===== config.mk =====
export PLATFORM = sky130hd
export DESIGN_NAME = tlb_logic_block
export DESIGN_NICKNAME = d
export VERILOG_FILES = /design/src/verilog/tlb_pkg.sv /design/src/verilog/tlb_logic_block.sv /design/src/verilog/tlb_hyst.sv
export SDC_FILE = /design/constraint.sdc
export NUM_CORES = 1
export LEC_CHECK = 0
export ABC_AREA = 1
export BUFFER_PORTS_ARGS = -buffer_cell sky130_fd_sc_hd__buf_2
export CORE_MARGIN = 2
export CORE_UTILIZATION = 38
export CTS_CLUSTER_DIAMETER = 100
export DETAILED_ROUTE_END_ITERATION = 6
export PLACE_DENSITY_LB_ADDON = 0.1
export SYNTH_ARGS = -nofsm -noshare
export SYNTH_HDL_FRONTEND = slang
export SYNTH_SLANG_ARGS = --single-unit

===== constraint.sdc =====
create_clock -name i_core_clk -period 1.5 [get_ports i_core_clk]
set_input_delay 0.075 -clock i_core_clk [delete_from_list [all_inputs] [get_ports i_core_clk]]
set_output_delay 0.075 -clock i_core_clk [all_outputs]
set_load 0.1 [all_outputs]

===== src/verilog/tlb_pkg.sv =====
/*
 Package for the three-input logic block: value format, thresholds, function codes, carrier types.
 Assumes percentages arrive as signed hundredths of a percent (10000 = 100.00%).
*/
// Overview of operation
// - Unconnected inputs are left out of operation
// - Codes 0..5: OR AND XOR NOR NAND XNOR
// - True drives 100 percent, false drives 0
// - Hysteresis: below 70 low, above 80 high
// - XOR is odd parity, XNOR its complement
// - Invert code weights 1=A, 2=B, 4=C
package tlb_pkg;
    localparam int TLB_PCT_W = 16;
    localparam logic signed [15:0] TLB_LOW_THRESH = 16'h1B58;  // 70.00%
    localparam logic signed [15:0] TLB_HIGH_THRESH = 16'h1F40; // 80.00%
    localparam logic signed [15:0] TLB_FULL_SCALE = 16'h2710;  // 100.00%
    localparam logic signed [15:0] TLB_ZERO_SCALE = 16'h0000;
    localparam logic [2:0] TLB_FUNC_RESET = 3'h0;
    localparam logic [2:0] TLB_INVERT_RESET = 3'h0;
    localparam logic [2:0] TLB_LEVEL_RESET = 3'h0;
    localparam int TLB_INV_A_BIT = 0;
    localparam int TLB_INV_B_BIT = 1;
    localparam int TLB_INV_C_BIT = 2;

    typedef enum logic [2:0] {
        TLB_OP_OR = 3'h0,
        TLB_OP_AND = 3'h1,
        TLB_OP_XOR = 3'h2,
        TLB_OP_NOR = 3'h3,
        TLB_OP_NAND = 3'h4,
        TLB_OP_XNOR = 3'h5
    } tlb_op_t;

    typedef struct packed {
        logic signed [15:0] first_input_source;
        logic signed [15:0] second_input_source;
        logic signed [15:0] third_input_source;
    } tlb_inputs_t;

    typedef struct packed {
        logic [2:0] logic_function_select;
        logic [2:0] input_invert_code;
        logic [2:0] input_connected;
    } tlb_config_t;
endpackage : tlb_pkg


===== src/verilog/tlb_logic_block.sv =====
/*
 Three-input logic function block.
 Each percentage input passes a hysteresis comparator into a held level; the selected inversion
 is applied, unconnected inputs are dropped, and the chosen Boolean operation drives a registered
 0 or 100 percent output together with the bare logic result.
 An input presented before edge N shows at the outputs after edge N+1.
 Assumes inputs come from logic on i_core_clk, so no synchroniser is placed on them.
 Assumes configuration is static or changes between evaluations.
*/
`timescale 1ns/1ps
module tlb_logic_block
    import tlb_pkg::*;
(
    input wire logic i_core_clk,
    input wire logic i_reset,
    input wire tlb_inputs_t i_inputs,
    input wire tlb_config_t i_config,
    output logic signed [15:0] o_output,
    output logic o_result
);
    logic [2:0] level;
    logic [2:0] func_ff;
    logic [2:0] invert_ff;
    logic [2:0] conn_ff;

    // Stages between the held levels and the result register
    logic [2:0] flip;
    logic [2:0] oriented;
    logic or_term;
    logic and_term;
    logic odd_term;
    logic nxt_result;
    logic signed [15:0] nxt_output;

    logic result_ff;
    logic signed [15:0] out_ff;

    // One comparator per input, bit 0 is A
    tlb_hyst u_hyst_a (
        .i_core_clk(i_core_clk),
        .i_reset(i_reset),
        .i_value(i_inputs.first_input_source),
        .o_level(level[0])
    );

    tlb_hyst u_hyst_b (
        .i_core_clk(i_core_clk),
        .i_reset(i_reset),
        .i_value(i_inputs.second_input_source),
        .o_level(level[1])
    );

    tlb_hyst u_hyst_c (
        .i_core_clk(i_core_clk),
        .i_reset(i_reset),
        .i_value(i_inputs.third_input_source),
        .o_level(level[2])
    );

    // Function select, OR after reset
    always_ff @(posedge i_core_clk) begin
        if (i_reset) begin
            func_ff <= TLB_FUNC_RESET;
        end else begin
            func_ff <= i_config.logic_function_select;
        end
    end

    // Inversion code, none after reset
    always_ff @(posedge i_core_clk) begin
        if (i_reset) begin
            invert_ff <= TLB_INVERT_RESET;
        end else begin
            invert_ff <= i_config.input_invert_code;
        end
    end

    // Connected flags
    always_ff @(posedge i_core_clk) begin
        if (i_reset) begin
            conn_ff <= TLB_LEVEL_RESET;
        end else begin
            conn_ff <= i_config.input_connected;
        end
    end

    // Weight 1 flips A, weight 2 flips B, weight 4 flips C
    function automatic logic [2:0] tlb_flip_mask(input logic [2:0] code);
        logic [2:0] m;
        m = 3'h0;
        m[0] = code[TLB_INV_A_BIT];
        m[1] = code[TLB_INV_B_BIT];
        m[2] = code[TLB_INV_C_BIT];
        return m;
    endfunction : tlb_flip_mask

    // OR over the connected inputs; an empty set gives 0
    function automatic logic tlb_any(
        input logic [2:0] v,
        input logic [2:0] conn
    );
        logic acc;
        acc = 1'b0;
        for (int i = 0; i < 3; i++) begin
            if (conn[i]) begin
                acc = acc | v[i];
            end
        end
        return acc;
    endfunction : tlb_any

    // AND over the connected inputs; an empty set gives 1
    function automatic logic tlb_all(
        input logic [2:0] v,
        input logic [2:0] conn
    );
        logic acc;
        acc = 1'b1;
        for (int i = 0; i < 3; i++) begin
            if (conn[i]) begin
                acc = acc & v[i];
            end
        end
        return acc;
    endfunction : tlb_all

    // Odd parity over the connected inputs; XNOR takes its complement
    function automatic logic tlb_odd(
        input logic [2:0] v,
        input logic [2:0] conn
    );
        logic acc;
        acc = 1'b0;
        for (int i = 0; i < 3; i++) begin
            if (conn[i]) begin
                acc = acc ^ v[i];
            end
        end
        return acc;
    endfunction : tlb_odd

    // Codes 6 and 7 are undefined and read as false
    function automatic logic tlb_pick(
        input logic [2:0] func,
        input logic any_v,
        input logic all_v,
        input logic odd_v
    );
        logic r;
        r = 1'b0;
        unique case (func)
            TLB_OP_OR: begin
                r = any_v;
            end
            TLB_OP_AND: begin
                r = all_v;
            end
            TLB_OP_XOR: begin
                r = odd_v;
            end
            TLB_OP_NOR: begin
                r = ~any_v;
            end
            TLB_OP_NAND: begin
                r = ~all_v;
            end
            TLB_OP_XNOR: begin
                r = ~odd_v;
            end
            default: begin
                r = 1'b0;
            end
        endcase
        return r;
    endfunction : tlb_pick

    // Full scale for a true result, zero for false
    function automatic logic signed [15:0] tlb_scale(input logic r);
        logic signed [15:0] s;
        s = TLB_ZERO_SCALE;
        if (r) begin
            s = TLB_FULL_SCALE;
        end
        return s;
    endfunction : tlb_scale

    // Inversion sits between the comparators and the operation
    always_comb begin
        flip = tlb_flip_mask(invert_ff);
        oriented = level ^ flip;
    end

    // Unconnected inputs drop out of every reduction
    always_comb begin
        or_term = tlb_any(oriented, conn_ff);
        and_term = tlb_all(oriented, conn_ff);
        odd_term = tlb_odd(oriented, conn_ff);
    end

    always_comb begin
        nxt_result = tlb_pick(func_ff, or_term, and_term, odd_term);
        nxt_output = tlb_scale(nxt_result);
    end

    // One evaluation registered per clock
    always_ff @(posedge i_core_clk) begin
        if (i_reset) begin
            result_ff <= 1'b0;
        end else begin
            result_ff <= nxt_result;
        end
    end

    // Scaled output, registered beside the result
    always_ff @(posedge i_core_clk) begin
        if (i_reset) begin
            out_ff <= TLB_ZERO_SCALE;
        end else begin
            out_ff <= nxt_output;
        end
    end

    assign o_output = out_ff;
    assign o_result = result_ff;
endmodule : tlb_logic_block


===== src/verilog/tlb_hyst.sv =====
/*
 One hysteresis comparator turning a percentage into a held logic level.
 Assumes a same-clock input and synchronous active-high reset.
*/
`timescale 1ns/1ps
module tlb_hyst
    import tlb_pkg::*;
(
    input wire logic i_core_clk,
    input wire logic i_reset,
    input wire logic signed [15:0] i_value,
    output logic o_level
);
    logic level_ff;
    logic nxt_level;

    always_comb begin
        nxt_level = level_ff;
        if (i_value < TLB_LOW_THRESH) begin
            nxt_level = 1'b0;
        end else if (i_value > TLB_HIGH_THRESH) begin
            nxt_level = 1'b1;
        end
    end

    always_ff @(posedge i_core_clk) begin
        if (i_reset) begin
            level_ff <= 1'b0;
        end else begin
            level_ff <= nxt_level;
        end
    end

    assign o_level = level_ff;
endmodule : tlb_hyst


# Yosys cells after proc, flatten, opt, wreduce, memory -nomap -nowiden
# Index checks and enable logic that the tools add are counted.
op_classes:
  order_cmp: 6
  eq_ne: 5
  muxes: 10
  bitwise_logic: 10
  n_reduce_logical: 4
op_table:
  columns: ["operator", "count"]
  rows:
  - ["$gt A16 B14 Y1 const B", 3]
  - ["$lt A16 B14 Y1 const B", 3]
  - ["$mux W14", 1]
  - ["$mux W1", 8]
  - ["$eq A3 B2 Y1 const B", 2]
  - ["$eq A3 B3 Y1 const B", 2]
  - ["$pmux W1 S6", 1]
  - ["$reduce_or A2 Y1", 3]
  - ["$eq A3 B1 Y1 const B", 1]
  - ["$logic_not A3 Y1", 1]
  - ["$not A1 Y1", 3]
  - ["$xor A3 B3 Y3", 1]
  - ["$and A1 B1 Y1", 2]
  - ["$or A1 B1 Y1", 2]
  - ["$xor A1 B1 Y1", 2]
word_totals:
  regBits: 29
  input_bits: 59
  out_inout_bits: 17
  elab_cells: 43

# Depth between registers and ports, before layout
logic_depth:
  ltp_word: 9
  depth_mapped: 12
  mapped_depth_nobuf: 12

# Hierarchy
# A second synthesis with hierarchy kept.
hier_totals:
  hier_cells: 269
  hier_area_um2: 1362.6
by_module_without_submodules:
  columns: ["mod", "n_inst", "cells_each", "area_per_inst_um2", "seq_area_each_um2"]
  rows:
  - ["tlb_hyst", 3, 55, 235.2, 20.0]
  - ["tlb_logic_block", 1, 104, 656.9, 200.2]

# Least setup slack after synthesis
# OpenSTA, ideal clock, no wires.
synth_path:
  path_type: "reg-to-output"
  start: "reg out_ff[10], in the netlist o_output[10]"
  end: "out o_output[10]"
  arrival_ps: 1428
  path_slack_ps: -3
  path_stages_with_launch: 2
  n_path_buf: 1
  cell_sequence: "dfxtp_1 buf_4"
synth_rtl:
  columns: ["element", "line_no", "text"]
  rows:
  - ["from (decl)", "tlb_logic_block.sv:36", "logic signed [15:0] out_ff;"]
  - ["from (signal assigned)", "tlb_logic_block.sv:219", "out_ff <= nxt_output;"]
  - ["to (decl)", "tlb_logic_block.sv:18", "output logic signed [15:0] o_output,"]
# No word-level cell between the ends.

# Worst setup path in the final report
layout_path:
  start: "reg u_hyst_a.level_ff, in the netlist u_hyst_a.o_level"
  end: "reg out_ff[10], in the netlist o_output[10]"
layout_via:
  elab_chain_len: 9
layout_lines:
  columns: ["element", "line_no", "text"]
  rows:
  - ["from (decl)", "tlb_hyst.sv:14", "logic level_ff;"]
  - ["from (signal assigned)", "tlb_hyst.sv:30", "level_ff <= nxt_level;"]
  - ["$xor A3 B3 Y3 (*)", "tlb_logic_block.sv:190", "oriented = level ^ flip;"]
  - ["$mux W1 (on tied branches)", "tlb_logic_block.sv:105, tlb_logic_block.sv:135, tlb_logic_block.sv:120", null]
  - ["$xor A1 B1 Y1, or another cell as far along", "tlb_logic_block.sv:136", "acc = acc ^ v[i];"]
  - ["$mux W1 (on tied branches)", "tlb_logic_block.sv:135, tlb_logic_block.sv:105, tlb_logic_block.sv:120", null]
  - ["$xor A1 B1 Y1, or another cell as far along", "tlb_logic_block.sv:136", null]
  - ["$mux W1 (on tied branches)", "tlb_logic_block.sv:135, tlb_logic_block.sv:105, tlb_logic_block.sv:120", null]
  - ["$not A1 Y1 (on tied branches)", "tlb_logic_block.sv:168, tlb_logic_block.sv:162, tlb_logic_block.sv:165", null]
  - ["$pmux W1 S6 (*)", "tlb_logic_block.sv:151", "unique case (func)"]
  - ["$mux W14 (*)", "tlb_logic_block.sv:181", "if (r) begin"]
# Mark *: on every way between the ends. The rest lies on a longest branch, timed or not.
# A chain may end at the register's enable or synchronous reset.

==> run metrics <==
outcome finished clean; crit path launch u_hyst_a.o_level$_SDFFE_PP0N_; Clock power frac 19.7%; H-tree Lvls 1; std cell rows 17; Hold Path Class in2reg; fin nets 278; Worst setup EP type register; CTS Buf Count 3; combinational cell fraction of total power 43.9%; Worst Path Max Fanout 3; number of distinct library cells after synthesis 21; # setup viols final 0; GRT overflow 0; max-cap viol count 0; drt first-iter violations 5; total track usage 16.4%; PD cells 794 nW/um^2; Req. time, crit path 1.66 ns; placed insts 236; Sw Ratio 43.6%; Tot Pwr 1.05 mW; dpl ws 0.0486 ns; Core ar. 2280 um^2; synth cell count leaders nor2_1 (26), nand2_1 (25), inv_1 (21); Non-Filler Instances 245; Ys Warns 0; Sw Pwr 0.458 mW; # diodes 0; peak supply drop 0.611 mV; Max stage delay cell, worst path dfxtp_2; asr flop ratio synth 0%; max incr delay on CP 0.33 ns; Hold Path Stages 3; WP data arrival 1.58 ns; vias per inst 4.47; clock latency on the worst-skew pair 0.27 ns; routed len/inst 9.11 um; Worst R2R Path Depth 10; critical path class reg2reg; initial antenna violation count 0; Yosys reg bits 13; min Tclk post-route 1.42 ns; Worst-path clk slew 0.08 ns; Hold Slack 0.00402 ns; number of synthesized flops with an enable pin 0; initial core utilization 41.1%; post-synth top area share 27.8%; die width 53.6 um; Hold Startpoint i_config[6]; top-count cell post-synth nor2_1; CTS Buffer Depth 2; clock skew 0.000570 ns; Die Area 2880 um^2; internal power 0.593 mW; Worst Setup Slack, final 0.0785 ns; number of fill cells 229; Static Leakage 0.743 nW; placed cell areas 1220 um^2; CTS root buf clkbuf_4; Mean Syn Cell Area 6.28 um^2; Final GP Congestion 0.747; final hold viol count 0; largest area contributor in the netlist dfxtp_1; total wire length 2.23 mm; Worst Hold End func_ff[0]$_SDFF_PP0_; DP HPWL 1.86 mm; Seq/Total Area, Yosys 27.8%; final slew viol count 0; Post-Synthesis Cells 149; worst r2r dst o_output[10]$_SDFF_PP0_; Routed Antenna Nets 0; Die Ht 53.6 um; port buffer count 64; crit path cell chain nand2_1 -> nand3_1 -> ha_4 -> or2_1 -> nand4_1 -> nand2_1 -> inv_1 -> nand2_1 -> nor2_1 -> nor2_1; clk sink count 13; I/O pin total 76; Seq pwr share 36.4%; worst r2r src u_hyst_a.o_level$_SDFFE_PP0N_; CTS tree built; Worst setup SP type register; R2R setup slack 0.08 ns; global-route wire length before repair 3.45 mm; leading post-synthesis cells by cell area dfxtp_1 (28%), buf_4 (13%), nor2_1 (10%), nand2_1 (10%), inv_1 (8.4%); drc violations 0; Top cell by count, worst path nand2_1; Mapped Area 936 um^2; Fmax 704 MHz; ys flop type dfxtp_1; crit share post-route 94.8%; Vias 1094; Layout area overhead 41.4%; DRT Pass-1 Iters 4; largest net degree at the start of global routing 14; number of global-route vias before repair 994; layout cell share with drive strength beyond 1 41.5%; post-route cell area 1320 um^2
routing by layer:
| metal | GRT usage, % | routed length [um] | vias to the layer above |
|---|---|---|---|
| met5 | 0 | 0 | - |
| met4 | 6.84 | 7 | 0 |
| met3 | 6.11 | 168 | 2 |
| met2 | 33.5 | 1220 | 43 |
| met1 | 13.8 | 841 | 469 |
| li1 | - | - | 580 |
worst max path at each step:
| stage | end | slack, ns |
|---|---|---|
| 2_1_floorplan | o_output[10]$_SDFF_PP0_ | 0.09 |
| 3_3_place_gp | o_output[10]$_SDFF_PP0_ | 0.09 |
| 3_5_place_dp | o_output[10]$_SDFF_PP0_ | 0.05 |
| 4_1_cts | o_output[10]$_SDFF_PP0_ | 0.04 |
| 5_1_grt | o_output[10]$_SDFF_PP0_ | -0.02 |
| 6_report | o_output[10]$_SDFF_PP0_ | 0.08 |
critical path: cells and delay by family (launching register included):
kind	cells	cell delay, ns
buf+inv	1	0.04
fa+ha+maj	1	0.18
simple gates	8	0.76
flops	1	0.33
through the flow:
stage	utilization (%)	setup TNS, ns
finish	58.2	0
global route	58.2	-0.0231
CTS	57.1	0
detailed placement	53.7	0
global placement	53.7	0
floorplan	-	0
area by class of cell:
cell class,count,area (um^2),share of cell area [%]
Sequential cell,13,267,20.1
Clock inverter,1,5.00,0.378
Multi-Input combinational cell,107,527,39.8
Tap cell,28,35.0,2.65
Timing Repair Buffer,71,385,29.1
Clock buffer,3,22.5,1.70
Inverter,22,82.6,6.24
state kept, by name (all words and copies together), names as in the netlist:
register          flops
flip                  3
u_hyst_a.o_level      1
u_hyst_b.o_level      1
conn_ff               3
u_hyst_c.o_level      1
o_output              1
func_ff               3
placed cells by master (no fill, tap or decap), drive strengths merged:
master | Yosys | final
a21oi | 9 | 9
a31oi | 3 | 3
and2 | 1 | 1
buf | 16 | 66
clkbuf | 1 | 3
clkinv | 0 | 1
conb | 1 | 11
dfxtp | 13 | 13
dlygate4sd3 | 0 | 5
ha | 1 | 1
inv | 22 | 22
nand2 | 27 | 27
nand3 | 7 | 7
nand4 | 3 | 3
nor2 | 26 | 26
nor3 | 3 | 3
o211ai | 6 | 6
o21ai | 3 | 3
or2 | 7 | 7
cells by family (layout without fill, tap and decap cells):
logic type / count (synthesis) / count (layout) / share of synthesized area, %
buf+inv: 39 / 97 / 22.1
other cells: 1 / 11 / 0.401
simple gates: 74 / 74 / 35.2
flops: 13 / 13 / 27.8
fa+ha+maj: 1 / 1 / 1.34
compound gates: 21 / 21 / 13.2
power by group through the flow:
stage	clock network [mW]	registers [mW]	logic (mW)
floorplan	0	0.407	0.348
global placement	0	0.388	0.434
detailed placement	0	0.389	0.441
finish	0.207	0.383	0.462
global route	0.228	0.386	0.498
CTS	0.216	0.381	0.452
what timing repair did:
item	in CTS	in global routing
hold endpoints to repair	5	0
gates resized for setup	0	9
setup endpoints to repair	0	1
hold buffers	5	0
setup buffers	0	0
Power figures use the tool's default switching activity.
